$ cat config.mk
export PLATFORM = sky130hd
export DESIGN_NAME = lcr_regs
export DESIGN_NICKNAME = d
export VERILOG_FILES = /design/src/hw/lcr_pkg.sv /design/src/hw/lcr_regs.sv /design/src/hw/lcr_sel_decode.sv
export SDC_FILE = /design/constraint.sdc
export NUM_CORES = 1
export LEC_CHECK = 0
export ABC_AREA = 1
export BUFFER_PORTS_ARGS = -buffer_cell sky130_fd_sc_hd__buf_2
export CAP_MARGIN = 20
export CORE_MARGIN = 4
export CORE_UTILIZATION = 45
export CTS_BUF_LIST = sky130_fd_sc_hd__clkbuf_8
export DETAILED_ROUTE_END_ITERATION = 8
export GPL_TIMING_DRIVEN = 0
export PLACE_DENSITY = 0.8
export SYNTH_ARGS = -nofsm -noshare
export SYNTH_HDL_FRONTEND = slang
export SYNTH_HIERARCHICAL = 1
export SYNTH_SLANG_ARGS = --single-unit
$ cat constraint.sdc
create_clock -name pclk -period 3.5 [get_ports pclk]
set_clock_uncertainty 0.2 [all_clocks]
set_input_delay 0.35 -clock pclk [delete_from_list [all_inputs] [get_ports pclk]]
set_output_delay 0.35 -clock pclk [all_outputs]
set_load 0.02 [all_outputs]
$ cat src/hw/lcr_pkg.sv
// Package with register map, field positions and carrier types for lead config.
package lcr_pkg;

  localparam logic [11:0] CFG_OFFSET      = 12'h05C;
  localparam logic [11:0] CTL_OFFSET      = 12'h060;
  localparam logic [7:0]  CFG_INDEX       = 8'h17;
  localparam logic [7:0]  CTL_INDEX       = 8'h18;
  localparam logic [7:0]  CFG_RESET       = 8'h00;
  localparam logic [7:0]  CTL_RESET       = 8'h00;

  localparam int CFG_SINGLE_SHOT_BIT  = 3;
  localparam int CFG_DRIVE_LINK_BIT   = 2;
  localparam int CFG_DETACH_CMP_BIT   = 1;
  localparam int CTL_FOOT_CH6_BIT     = 7;
  localparam int CTL_LEFT_CH5_BIT     = 6;
  localparam int CTL_RIGHT_CH7_BIT    = 5;
  localparam int CTL_RIGHT_CH4_BIT    = 4;
  localparam int CTL_AMP_A_POWER_BIT  = 3;
  localparam int CTL_AMP_A_SEL_LSB    = 0;
  localparam int CTL_AMP_A_SEL_W      = 3;

  // Writable bits of the configuration register that this block owns.
  localparam logic [7:0] CFG_WMASK    = 8'h0F;

  // Channel count of the variant; lead routes to absent channels stay off.
  localparam int CHANNELS_DEFAULT     = 8;

  typedef struct packed {
    logic       single_shot;
    logic       terminal_to_drive_link;
    logic       electrode_detach_comparator_enable;
  } lcr_cfg_out_t;

  typedef struct packed {
    logic       foot_lead_route_ch6;
    logic       left_lead_route_ch5;
    logic       right_lead_route_ch7;
    logic       right_lead_route_ch4;
    logic       terminal_amp_a_power;
    logic [7:0] terminal_amp_a_input_onehot;
  } lcr_ctl_out_t;

  typedef enum logic [1:0] {
    LCR_IDLE   = 2'b00,
    LCR_ACCESS = 2'b01
  } lcr_state_t;

endpackage

$ cat src/hw/lcr_regs.sv
// APB register bank for conversion mode, lead-off and central terminal control.
//
// The implementer's own choice: the APB register port.
`timescale 1ns/1ps
module lcr_regs #(
  parameter int CHANNELS = lcr_pkg::CHANNELS_DEFAULT
) (
  input  wire logic                  pclk,
  input  wire logic                  presetn,
  input  wire logic                  psel,
  input  wire logic                  penable,
  input  wire logic                  pwrite,
  input  wire logic [11:0]           paddr,
  input  wire logic [31:0]           pwdata,
  input  wire logic [3:0]            pstrb,
  output logic      [31:0]           prdata,
  output logic                       pready,
  output logic                       pslverr,
  output lcr_pkg::lcr_cfg_out_t      cfg_out,
  output lcr_pkg::lcr_ctl_out_t      ctl_out
);

  logic [7:0]          cfg;
  logic [7:0]          next_cfg;
  logic [7:0]          ctl;
  logic [7:0]          next_ctl;
  logic [31:0]         next_prdata;
  logic                next_pready;
  logic                next_pslverr;
  lcr_pkg::lcr_state_t state;
  lcr_pkg::lcr_state_t next_state;
  lcr_pkg::lcr_cfg_out_t next_cfg_out;
  logic [4:0]          next_routes;
  logic [4:0]          routes;
  logic [7:0]          amp_a_onehot;

  logic hit_cfg;
  logic hit_ctl;
  logic setup;

  // Address decode is a full compare, so any other word, aliases included,
  // is answered with an error.
  assign hit_cfg = (paddr == lcr_pkg::CFG_OFFSET);
  assign hit_ctl = (paddr == lcr_pkg::CTL_OFFSET);
  assign setup   = psel && !penable;

  // The answer is given one cycle after the setup, so every access has two
  // cycles; pready stays low in the setup cycle.
  always_comb begin
    next_state   = state;
    next_cfg     = cfg;
    next_ctl     = ctl;
    next_prdata  = prdata;
    next_pready  = 1'b0;
    next_pslverr = 1'b0;
    case (state)
      lcr_pkg::LCR_IDLE: begin
        if (setup) begin
          next_state   = lcr_pkg::LCR_ACCESS;
          next_pready  = 1'b1;
          next_pslverr = !(hit_cfg || hit_ctl);
          next_prdata  = 32'h0000_0000;
          if (!pwrite && hit_cfg) begin
            next_prdata = {24'h00_0000, cfg};
          end else if (!pwrite && hit_ctl) begin
            next_prdata = {24'h00_0000, ctl};
          end
        end
      end
      lcr_pkg::LCR_ACCESS: begin
        next_state = lcr_pkg::LCR_IDLE;
        if (psel && penable && pwrite && pstrb[0]) begin
          if (hit_cfg) begin
            // Only the low nibble is held here; upper bits read as zero.
            next_cfg = pwdata[7:0] & lcr_pkg::CFG_WMASK;
          end
          if (hit_ctl) begin
            next_ctl = pwdata[7:0];
          end
        end
      end
      default: begin
        next_state = lcr_pkg::LCR_IDLE;
      end
    endcase
  end

  always_ff @(posedge pclk or negedge presetn) begin
    if (!presetn) begin
      state   <= lcr_pkg::LCR_IDLE;
      cfg     <= lcr_pkg::CFG_RESET;
      ctl     <= lcr_pkg::CTL_RESET;
      prdata  <= 32'h0000_0000;
      pready  <= 1'b0;
      pslverr <= 1'b0;
    end else begin
      state   <= next_state;
      cfg     <= next_cfg;
      ctl     <= next_ctl;
      prdata  <= next_prdata;
      pready  <= next_pready;
      pslverr <= next_pslverr;
    end
  end

  // Control levels to the analog side, registered from the register bits.
  // Routes to channels that the variant lacks stay open whatever the
  // register holds, so a stray write cannot close a switch to a missing pin.
  always_comb begin
    next_cfg_out.single_shot =
      cfg[lcr_pkg::CFG_SINGLE_SHOT_BIT];
    next_cfg_out.terminal_to_drive_link =
      cfg[lcr_pkg::CFG_DRIVE_LINK_BIT];
    next_cfg_out.electrode_detach_comparator_enable =
      cfg[lcr_pkg::CFG_DETACH_CMP_BIT];
    next_routes[4] = ctl[lcr_pkg::CTL_FOOT_CH6_BIT]
      && (CHANNELS >= 6);
    next_routes[3] = ctl[lcr_pkg::CTL_LEFT_CH5_BIT]
      && (CHANNELS >= 6);
    next_routes[2] = ctl[lcr_pkg::CTL_RIGHT_CH7_BIT]
      && (CHANNELS >= 8);
    next_routes[1] = ctl[lcr_pkg::CTL_RIGHT_CH4_BIT];
    next_routes[0] = ctl[lcr_pkg::CTL_AMP_A_POWER_BIT];
  end

  always_ff @(posedge pclk or negedge presetn) begin
    if (!presetn) begin
      cfg_out <= '0;
      routes  <= 5'h00;
    end else begin
      cfg_out <= next_cfg_out;
      routes  <= next_routes;
    end
  end

  lcr_sel_decode u_sel (
    .pclk    (pclk),
    .presetn (presetn),
    .sel     (ctl[lcr_pkg::CTL_AMP_A_SEL_LSB +: lcr_pkg::CTL_AMP_A_SEL_W]),
    .onehot  (amp_a_onehot)
  );

  always_comb begin
    ctl_out.foot_lead_route_ch6         = routes[4];
    ctl_out.left_lead_route_ch5         = routes[3];
    ctl_out.right_lead_route_ch7        = routes[2];
    ctl_out.right_lead_route_ch4        = routes[1];
    ctl_out.terminal_amp_a_power        = routes[0];
    ctl_out.terminal_amp_a_input_onehot = amp_a_onehot;
  end

  // One check per select code: each stored code drives only its own switch.
  for (genvar k = 0; k < 8; k++) begin : g_sel_code

  end
endmodule

$ cat src/hw/lcr_sel_decode.sv
// Decoder from the amplifier A input select code to one-hot switch levels.
`timescale 1ns/1ps
module lcr_sel_decode (
  input  wire logic       pclk,
  input  wire logic       presetn,
  input  wire logic [2:0] sel,
  output logic      [7:0] onehot
);

  logic [7:0] next_onehot;

  // Bit 2k is channel k+1 positive, bit 2k+1 channel k+1 negative.
  always_comb begin
    next_onehot = 8'h00;
    next_onehot[sel] = 1'b1;
  end

  always_ff @(posedge pclk or negedge presetn) begin
    if (!presetn) begin
      onehot <= 8'h01;
    end else begin
      onehot <= next_onehot;
    end
  end

endmodule

## Yosys cells after proc, flatten, opt, wreduce, memory -nomap -nowiden

Index checks and enable logic that the tools add are counted.

- Register bits: 64
- Bits of input ports: 53
- Output and inout bits: 50

- Order comparisons: 2
- Equal/unequal tests: 4
- Muxes and demuxes: 10
- Reduce and logical (&&, ||, !) cells: 15

Operator list:

| operator | count |
|---|---|
| $eq A12 B7 Y1 const B | 2 |
| $mux W8 | 2 |
| $logic_and A1 B1 Y1 | 7 |
| $reduce_and A3 Y1 | 2 |
| $mux W1 | 5 |
| $lt A3 B4 Y1 const B | 1 |
| $mux W2 | 2 |
| $demux W1 S3 | 1 |
| $ge A3 B1 Y1 const B | 1 |
| $logic_not A1 Y1 | 3 |
| $eq A2 B1 Y1 const B | 1 |
| $logic_not A2 Y1 | 1 |
| $ne A2 B2 Y1 const B | 1 |
| $reduce_and A2 Y1 | 1 |
| $logic_or A1 B1 Y1 | 1 |

## Longest topological paths before layout

Gate-level depths: netlist of the first run.

- Word-level depth: 5
- Depth in mapped cells: 8

## By module

The synthesis of the first run kept the hierarchy.

By module, submodules not included:

| module | times used | cells each | area an instance (um2) | seq. area each (um2) |
|---|---|---|---|---|
| lcr_regs | 1 | 174 | 1493.9 | 775.7 |
| lcr_sel_decode | 1 | 23 | 257.7 | 201.4 |

## Worst setup path after synthesis of the first run

Ideal clock, no wire load.

- Path kind: input -> register
- Start point: input paddr[8]
- End point: register ctl[0]
- Library setup time: 0.117 ns
- Arrival: 1.067 ns
- Data required time: 3.183 ns
- Path slack: 2.116 ns
- Stages: 8
- Buffers on the path: 0
- Cell sequence: inv_1 nand2_1 nor2_2 nand3_1 nor2_4 nand2_4 nand2_1 nand2_1

- Word-level cells in the longest chain between the ends: 2

RTL lines:

| what | line | source |
|---|---|---|
| start, declared | lcr_regs.sv:13 | `input wire logic [11:0] paddr,` |
| $eq A12 B7 Y1 | lcr_regs.sv:44 | `assign hit_ctl = (paddr == lcr_pkg::CTL_OFFSET);` |
| $reduce_and A3 Y1 (no source line) | n/a |  |
| end signal, assigned | lcr_regs.sv:92 | `ctl <= lcr_pkg::CTL_RESET;` |
| end signal, assigned | lcr_regs.sv:99 | `ctl <= next_ctl;` |
| end, declared | lcr_regs.sv:25 | `logic [7:0] ctl;` |

Every way passes these cells.
A chain may end at the register's enable or synchronous reset.

## Worst setup path in the final report of the first run

- Start point: register u_sel.onehot[0]
- End point: output ctl_out[0] (netlist bit)

RTL lines:

| what | line | source |
|---|---|---|
| start, declared | lcr_sel_decode.sv:7 | `output logic [7:0] onehot` |
| start signal, assigned | lcr_sel_decode.sv:22 | `onehot <= next_onehot;` |
| end, declared | lcr_regs.sv:20 | `output lcr_pkg::lcr_ctl_out_t ctl_out` |

No word-level cell between the ends.

==> results of run 1 <==
[final cells by class]
class                   count  area [sq um]  share of cell area
plain buffers              25           185              0.0812
clock buffers               6          82.6              0.0362
repair buffers             52           265               0.116
well taps                  48          60.1              0.0263
inverters                  16          60.1              0.0263
flip-flops and latches     39           977               0.428
clock inverters             2          35.0              0.0154
multi-input cells         140           616               0.270
[repair_timing]
action / CTS / global route
hold buffers: 1 / 0
gates resized for setup: 0 / 0
endpoints found under the hold margin: 38 / 0
[registers in the layout (all words and copies together), names as in the netlist]
name          flops
state             1
cfg_out           3
prdata            8
pslverr           1
u_sel/onehot      8
cfg               4
routes            5
pready            1
ctl               8
[cell usage in the layout (no fill, tap or decap)]
| cell | n |
|---|---|
| nor3_4 | 1 |
| conb_1 | 24 |
| nand3_2 | 1 |
| dlygate4sd3_1 | 1 |
| o21ai_0 | 1 |
| nor2_2 | 4 |
| clkinv_1 | 1 |
| clkbuf_8 | 6 |
| dfrtp_1 | 38 |
| nor2_1 | 16 |
| inv_2 | 2 |
| buf_4 | 24 |
| buf_2 | 52 |
| nand2_1 | 65 |
| dfstp_2 | 1 |
| bufinv_16 | 1 |
| inv_1 | 13 |
| clkinv_2 | 1 |
| nand3_1 | 16 |
| nand4_1 | 9 |
| nand2_4 | 1 |
| nand2_2 | 1 |
| nor2_4 | 1 |
[routing by layer]
layer | wire [microns] | GRT usage
met4 | 31 | 0.0553
met2 | 1810 | 0.252
met3 | 379 | 0.0691
met1 | 1400 | 0.186
met5 | 0 | 0
[cells by family after synthesis]
logic type,after synthesis
DFF,39
and+or+nand+nor,115
other,1
buffers and inverters,41
AOI/OAI and AO/OA,1
[how the worst max path moves through the flow]
stage / startpoint / endpoint / slack, ps / depth (start not counted)
final: u_sel/onehot[0] / ctl_out[0] / 2000 / 1
after global routing: state[0] / prdata[6] / 1820 / 5
after CTS: u_sel/onehot[0] / ctl_out[0] / 1990 / 1
after detailed placement: paddr[1] / cfg[0] / 1790 / 8
after global placement: paddr[8] / ctl[3] / 1840 / 9
after floorplan: paddr[8] / ctl[0] / 2120 / 8
[power breakdown]
part / switching (mW) / leakage, nW / internal [mW] / total, mW
clock network: 0.155 / 0.0612 / 0.231 / 0.385
registers: 0.000627 / 0.539 / 0.452 / 0.453
logic: 0.0566 / 0.807 / 0.0334 / 0.0900
[tightest hold or removal path, cell delays in order]
cell and delay [ps]:
buf_2 90, nand2_1 50, nand2_1 50
[metrics by stage]
stage | instance area (sq um) | util | setup WS (ps) | hold WS [ps]
after floorplan | 1840 | - | 2120 | -146
after global placement | 2150 | 0.579 | 1840 | 191
after detailed placement | 2150 | 0.579 | 1790 | 198
after CTS | 2280 | 0.614 | 1990 | 74.6
after global routing | 2280 | 0.614 | 1820 | 95.4
final | 2280 | 0.614 | 2000 | 73.0
==> reports/metrics.csv, run 1 <==
stage,metric,value,unit
status,status,"complete, no violations",
critical_path,cp_max_fo,1,
clock_tree,cts_num_sinks,39,
synthesis,ys_seq_area_frac,0.558,
synthesis,yosys.area.top_type_share,0.543,
drt,vias_per_cell,4.34,
power_and_ir_drop,p_per_area,407,mW/mm^2
final_layout,area_delta_synth_final,30.2,%
floorplanning,fp.dieW,70.4,microns
critical_path,rr_endpoint,prdata[4],
clock_tree,h-tree-depth,2,
final_layout,num-fill-cells,337,
critical_path,path_cells,buf_2,
floorplanning,start_util,0.471,
timing,final_max_slew_viol_count,0,
grt,overflow,0,
drt,num_vias,1425,
timing,rsz0062_at_grt,false,
critical_path,cp-start-kind,flop,
timing,setup_tns,0,ps
placed_design,port_buffers,51,
drt,wire_per_inst,11.1,microns
grt,grt_usage,0.157,
synthesis,synth_async_sr_flop_share,1.00,
critical_path,reg2reg_slack,2020,ps
timing,max-slew-margin-rel,0.449,
min_path,hold-path-cell-count,3,
timing,period_needed,1500,ps
critical_path,crit_buf_inv,1,
critical_path,crit_type,reg -> out,
synthesis,synth_cell_types,19,
synthesis,synth_edf_count,0,
placed_design,dp_hpwl,2.74,mm
final_layout,final_cells,328,
drt,drt_iter0_markers,70,
synthesis,synth_common_cells,"nand2_1 (65), dfrtp_1 (38), buf_4 (24), nand3_1 (16), nor2_1 (16)",
final_layout,drive_gt1_frac,0.343,
grt,grt_max_degree,40,
synthesis,synth_flop_cell,dfrtp_1,
synthesis,ys_ff_latch,39,
timing,hold_viol,0,
critical_path,cp_slowest_cell,dfstp_2,
min_path,min_path_type,in -> reg,
timing,max_freq,666,MHz
clock_tree,clk_pin_slew,80,ps
drt,routed_wl,3.63,mm
critical_path,reg2reg_depth,5,
synthesis,yosys_warnings,6,
synthesis,syn_area,0.00175,sq mm
clock_tree,cts_tree,yes,
clock_tree,clockBufferDepth,2,
power_and_ir_drop,totalPowerFinal,0.928,mW
clock_tree,cts_buffers,5,
synthesis,synth_compound_area_frac,0.00286,
grt,grt_pass1_wl,6.11,mm
flow_run,drv_cap,0,
timing,setup_violations,0,
clock_tree,root_buffer,clkbuf_8,
placed_design,place.gp.congestion,0.777,
synthesis,synth_cells,197,
synthesis,avgSynthCellArea,8.89,sq um
critical_path,crit_arrival,950,ps
floorplanning,num_rows,22,
critical_path,crit_family,flip-flops,
synthesis,synth_top_family_by_area,simple AND/OR/NAND/NOR gates,
critical_path,r2r_start,state[0],
timing,period_share,0.429,
synthesis,synth_fa_ha_area_frac,0,
placed_design,placedCellCount,319,
floorplanning,chipHeight,70.4,microns
final_layout,nets,332,
critical_path,worstPathRequired,2950,ps
floorplanning,ios,103,
critical_path,endpoint_kind,primary output,
drt,antenna_left,0,
synthesis,synth_area_leaders,"dfrtp_1 (54%), nand2_1 (14%), buf_4 (10%), nand3_1 (4.6%), nor2_1 (3.4%)",
clock_tree,clk_latency,290,ps
synthesis,synth_largest_area_cell,dfrtp_1,
grt,antenna_found_initial,0,
drt,route.detailed.drc,0,
synthesis,muxShareOfSynthArea,0,
power_and_ir_drop,p_leak,1.41,nW
min_path,holdCritStartpoint,pwdata[3],
critical_path,cpPeakStageDelay,510,ps
synthesis,synth_xor_area_frac,0,
grt,grt_pass1_vias,1390,
clock_tree,cts_setup_buffers,0,
timing,worst_slew_pin_slew,826,ps
final_layout,diodes,0,
synthesis,yosys.area_share.simple,0.297,
drt,dr.pass1.iters,4,
floorplanning,die_area,0.00495,sq mm
min_path,whs_endpoint,cfg[3],
floorplanning,coreArea,0.00372,sq mm
synthesis,synth.most_common_cell,nand2_1,
power_and_ir_drop,peakVddDrop,0.000191,V
No activity file was read; power rests on OpenSTA's default activity.
==> run 2, diff against run 1 <==
==> constraint.sdc (replaced) <==
create_clock -name pclk -period 1.4 [get_ports pclk]
set_clock_uncertainty 0.2 [all_clocks]
set_input_delay 0.14 -clock pclk [delete_from_list [all_inputs] [get_ports pclk]]
set_output_delay 0.14 -clock pclk [all_outputs]
set_load 0.02 [all_outputs]
==> run 2 against run 1 <==
Net effect:
- utilization rose by 4.2 points
- total power rose to 2.5 times the previous value
- routed wire length is 4.2% higher
- sequential share of layout area down 2.7 points
- count of clock-buffer cells in the layout unchanged
- clock power is 150% higher
- flip-flop and latch count unchanged
- sequential power grew 150%
- worst setup slack worse by 1900 ps
- cell count is 4.3% higher
==> reports/metrics.csv, run 2 (synthesized netlist as in run 1, its figures left out) <==
stage,metric,value,unit
status,status,"complete, no violations",
power_and_ir_drop,p_sw_frac,0.226,
floorplanning,fp.dieW,70.4,microns
timing,max_freq,765,MHz
clock_tree,cts_num_sinks,39,
placed_design,place.gp.congestion,0.777,
grt,grt_usage,0.161,
timing,hold_ws,32.0,ps
power_and_ir_drop,p_int,1.82,mW
drt,num_vias,1492,
timing,period_needed,1310,ps
grt,grt_pass1_wl,6.31,mm
power_and_ir_drop,peakVddDrop,0.000481,V
critical_path,endpoint_kind,flop,
clock_tree,cts_tree,yes,
clock_tree,h-tree-depth,2,
min_path,holdCritStartpoint,psel,
grt,grt_pass1_vias,1453,
final_layout,diodes,0,
critical_path,cp_max_fo,4,
min_path,whs_endpoint,pready,
power_and_ir_drop,comb_power_share,0.111,
grt,grt_max_degree,40,
floorplanning,chipHeight,70.4,microns
critical_path,path_cells,"inv_1, nor3_4, buf_4, buf_4, nand3_1, nand2_1",
floorplanning,coreArea,0.00372,sq mm
clock_tree,clk_latency,290,ps
final_layout,reg.largest.list,"ctl: 8 flops, prdata: 8 flops, u_sel/onehot: 8 flops",
drt,drt_iter0_markers,99,
power_and_ir_drop,p_leak,1.48,nW
critical_path,cp_slowest_cell,dfrtp_1,
critical_path,reg2reg_depth,6,
drt,route.detailed.drc,0,
timing,max-slew-margin-rel,0.661,
drt,wire_per_inst,11.0,microns
timing,final_max_slew_viol_count,0,
power_and_ir_drop,p_seq_frac,0.482,
clock_tree,clockBufferDepth,2,
floorplanning,start_util,0.471,
clock_tree,root_buffer,clkbuf_8,
drt,vias_per_cell,4.36,
final_layout,area_delta_synth_final,39.1,%
timing,setup_tns,0,ps
critical_path,crit_type,reg -> reg,
critical_path,r2r_start,state[0],
clock_tree,clk_pin_slew,70,ps
timing,worst_slew_pin_slew,508,ps
final_layout,final_common_cell,nand2_1,
floorplanning,die_area,0.00495,sq mm
final_layout,final_cell_mix,"nand2_1 (65), buf_2 (51), dfrtp_1 (38), buf_4 (28), conb_1 (24)",
final_layout,drive_gt1_frac,0.347,
critical_path,cp-start-kind,flop,
critical_path,reg2reg_slack,90,ps
drt,routed_wl,3.78,mm
grt,overflow,0,
timing,period_share,0.934,
final_layout,nets,346,
power_and_ir_drop,p_per_area,964,mW/mm^2
critical_path,crit_arrival,1290,ps
critical_path,rr_endpoint,ctl[6],
timing,setup_violations,0,
grt,antenna_found_initial,0,
floorplanning,num_rows,22,
critical_path,startpoint,state[0],
min_path,hold-path-cell-count,3,
placed_design,port_buffers,51,
drt,antenna_left,0,
critical_path,crit_family,buffers and inverters,
drt,dr.pass1.iters,4,
critical_path,crit_top_cell,buf_4,
critical_path,cp.depth,6,
power_and_ir_drop,pwr-share-clk,0.406,
floorplanning,ios,103,
critical_path,crit_buf_inv,3,
critical_path,cpPeakStageDelay,380,ps
placed_design,dp_hpwl,2.74,mm
power_and_ir_drop,p_switching,0.531,mW
flow_run,drv_cap,0,
critical_path,worstPathRequired,1380,ps
min_path,min_path_type,in -> reg,
timing,hold_viol,0,
clock_tree,cts_buffers,5,
==> run 2: worst max path at each step <==
stage	end	slack (ps)
2_1_floorplan	cfg[0]	110
3_3_place_gp	prdata[5]	-60
3_5_place_dp	cfg[0]	-100
4_1_cts	pslverr	70
5_1_grt	ctl[7]	-10
6_report	ctl[6]	90
==> run 2: worst min-delay path: cells and delay by family <==
family / cells / cell delay, ps
buffers and inverters: 2 / 190
and+or+nand+nor: 1 / 140
==> run 2: metal layers <==
layer  share of wire  global-route usage  vias to the layer above
met4           0.012              0.0553                        0
met1            0.39               0.192                      664
met2            0.50               0.260                       64
li1                -                   -                      758
met5               0                   0                        -
met3            0.10              0.0676                        6
==> run 2: area by class of cell <==
class	count	area, sq um
flip-flops and latches	39	977
multi-input cells	140	623
fillers	312	1280
inverters	16	65.1
clock inverters	2	35.0
well taps	48	60.1
repair buffers	66	408
clock buffers	6	82.6
plain buffers	25	185
==> run 2: repair_timing <==
| item | in CTS | in global routing |
|---|---|---|
| buffers inserted | 3 | 2 |
| hold endpoints to repair | 54 | 0 |
| hold buffers | 10 | 0 |
| pin swaps | 1 | 1 |
| setup endpoints to repair | 21 | 31 |
| resized for setup | 2 | 3 |
==> run 2: metrics by stage <==
step,utilization,area (sq um),setup slack [ps],total power [mW],std cells
after floorplan,-,1840,110,1.30,220
after CTS,0.646,2400,74.4,2.35,340
after global routing,0.656,2440,-10.7,2.44,342
final,0.656,2440,92.4,2.35,342
after detailed placement,0.579,2150,-95.4,1.38,319
after global placement,0.579,2150,-60.6,1.37,319
==> run 2: power groups by stage <==
| stage | Sequential, mW | Clock [mW] | Combinational (mW) |
|---|---|---|---|
| after CTS | 1.13 | 0.973 | 0.247 |
| after detailed placement | 1.15 | 0 | 0.221 |
| after floorplan | 1.16 | 0 | 0.143 |
| final | 1.13 | 0.955 | 0.262 |
| after global placement | 1.15 | 0 | 0.218 |
| after global routing | 1.13 | 1.02 | 0.290 |
==> run 3, diff against run 2 <==
--- a/config.mk
+++ b/config.mk
@@ -10,10 +10,11 @@
 export CAP_MARGIN = 20
 export CORE_MARGIN = 4
 export CORE_UTILIZATION = 45
-export CTS_BUF_LIST = sky130_fd_sc_hd__clkbuf_8
+export CTS_BUF_LIST = sky130_fd_sc_hd__clkbuf_4
 export DETAILED_ROUTE_END_ITERATION = 8
 export GPL_TIMING_DRIVEN = 0
 export PLACE_DENSITY = 0.8
+export REMOVE_ABC_BUFFERS = 1
 export SYNTH_ARGS = -nofsm -noshare
 export SYNTH_HDL_FRONTEND = slang
 export SYNTH_HIERARCHICAL = 1
==> constraint.sdc (replaced) <==
create_clock -name pclk -period 1.4 [get_ports pclk]
set_clock_uncertainty 0.2 [all_clocks]
set_input_delay 0.28 -clock pclk [delete_from_list [all_inputs] [get_ports pclk]]
set_output_delay 0.28 -clock pclk [all_outputs]
set_load 0.02 [all_outputs]
==> run 3 against run 2 <==
Net effect:
- the run now ends with setup timing left
- flip-flop and latch count did not move
- combinational power fell by 21%
- total power fell by 19%
- routed wire length rose by 4.6%
- worst setup slack got worse by 170 ps
- cell area fell by 3.3%
==> reports/metrics.csv, run 3 (synthesized netlist as in run 1, its figures left out) <==
stage,metric,value,unit
status,status,"finished, violations left",
status,violations,setup timing,
power_and_ir_drop,totalPowerFinal,1.89,mW
final_layout,final_common_cell,nand2_1,
critical_path,cpPeakStageDelay,540,ps
critical_path,worstPathRequired,920,ps
critical_path,cp_max_fo,1,
critical_path,crit_family,flip-flops,
power_and_ir_drop,pwr-share-clk,0.293,
clock_tree,root_buffer,clkbuf_4,
min_path,holdCritStartpoint,pwrite,
clock_tree,h-tree-depth,2,
critical_path,crit_type,reg -> out,
power_and_ir_drop,p_switching,0.494,mW
final_layout,drive_gt1_frac,0.319,
placed_design,pre_cts_slack,-588,ps
floorplanning,ios,103,
critical_path,startpoint,u_sel/onehot[0],
critical_path,reg2reg_slack,70,ps
critical_path,cp-start-kind,flop,
grt,grt_usage,0.158,
critical_path,cp_slowest_cell,dfstp_2,
drt,route.detailed.drc,0,
timing,rsz0062_at_grt,true,
power_and_ir_drop,p_int,1.40,mW
power_and_ir_drop,p_leak,1.38,nW
power_and_ir_drop,p_seq_frac,0.598,
placed_design,place.gp.congestion,0.772,
floorplanning,coreArea,0.00372,sq mm
min_path,hold-path-cell-count,4,
timing,period_needed,1470,ps
final_layout,nets,331,
critical_path,crit_buf_inv,1,
power_and_ir_drop,comb_power_share,0.109,
drt,num_vias,1492,
drt,wire_per_inst,12.1,microns
grt,grt_pass1_wl,6.18,mm
drt,antenna_left,0,
clock_tree,clk_pin_slew,110,ps
critical_path,rr_endpoint,ctl[1],
clock_tree,clk_latency,350,ps
clock_tree,clockBufferDepth,2,
floorplanning,chipHeight,70.4,microns
placed_design,port_buffers,51,
drt,vias_per_cell,4.56,
floorplanning,num_rows,22,
power_and_ir_drop,p_sw_frac,0.261,
clock_tree,cts_num_sinks,39,
final_layout,reg.largest.list,"ctl: 8 flops, prdata: 8 flops, u_sel/onehot: 8 flops",
flow_run,drv_cap,0,
grt,grt_pass1_vias,1435,
power_and_ir_drop,p_per_area,804,mW/mm^2
power_and_ir_drop,peakVddDrop,0.000356,V
timing,period_share,1.05,
timing,setup_violations,1,
placed_design,dp_hpwl,2.64,mm
drt,routed_wl,3.95,mm
timing,final_max_slew_viol_count,0,
timing,setup_slack,-74.1,ps
timing,max_freq,678,MHz
critical_path,r2r_start,state[0],
timing,hold_ws,51.2,ps
final_layout,final_cell_mix,"nand2_1 (65), dfrtp_1 (38), buf_2 (37), conb_1 (24), nand3_1 (16)",
final_layout,fin_area,0.00236,sq mm
clock_tree,cts_tree,yes,
critical_path,endpoint_kind,primary output,
critical_path,reg2reg_depth,6,
final_layout,area_delta_synth_final,34.5,%
min_path,whs_endpoint,prdata[4],
timing,hold_viol,0,
clock_tree,cts_buffers,5,
placed_design,placed_area,0.00197,sq mm
drt,drt_iter0_markers,64,
drt,dr.pass1.iters,4,
min_path,min_path_type,in -> reg,
floorplanning,die_area,0.00495,sq mm
grt,grt_max_degree,40,
final_layout,diodes,0,
timing,worst_slew_pin_slew,518,ps
grt,antenna_found_initial,0,
critical_path,crit_arrival,990,ps
timing,max-slew-margin-rel,0.655,
floorplanning,start_util,0.471,
grt,overflow,0,
critical_path,path_cells,buf_6,
floorplanning,fp.dieW,70.4,microns
## run 3: how the worst max path moves through the flow
stage                            end  slack [ps]  depth (start not counted)
after detailed placement      ctl[1]        -590                          9
after floorplan               ctl[0]        -160                          8
after global routing      ctl_out[0]        -110                          1
after global placement        ctl[5]        -490                          9
final                     ctl_out[0]         -70                          1
after CTS                 ctl_out[0]         -80                          1
## run 3: worst reg2reg max path, cell delays in order, from the launching register on
cell	delay, ps
dfrtp_1	400
inv_2	90
nor3_4	140
buf_4	160
nand2_4	90
nand2_1	90
nand2_1	60
## run 3: final cells by class
type | count | area [sq um]
clock buffers | 6 | 45.0
clock inverters | 2 | 8.76
fillers | 336 | 1360
inverters | 16 | 65.1
multi-input cells | 141 | 646
flip-flops and latches | 39 | 977
well taps | 48 | 60.1
repair buffers | 75 | 554
## run 3: repair_timing
item	4_1_cts	5_1_grt
setup endpoints to repair	22	65
pin swaps	3	2
hold buffers	9	0
cloned	0	1
buffers inserted	7	8
hold endpoints to repair	49	0
gates resized for setup	5	31
## run 3: per-stage QoR
step                 util  TNS [ps]  instances
detailed placement  0.530     -7050        294
CTS                 0.591     -79.9        318
global placement    0.530     -6070        294
finish              0.634     -74.1        327
floorplan               -     -1270        195
global route        0.634      -254        327
## run 3: metal layers
metal	vias up	share of wire	wire length, microns	track usage
met4	0	0.012	47	0.0596
met3	6	0.089	353	0.0576
met2	67	0.51	2000	0.268
met5	-	0	0	0
met1	684	0.39	1550	0.180
li1	735	-	-	-
## run 3: power groups by stage
stage                     Sequential (mW)  Combinational [mW]  Clock [mW]
after floorplan                      1.16              0.0910           0
after global placement               1.15               0.166           0
after detailed placement             1.15               0.168           0
after CTS                            1.13               0.194       0.560
after global routing                 1.13               0.230       0.617
final                                1.13               0.206       0.554
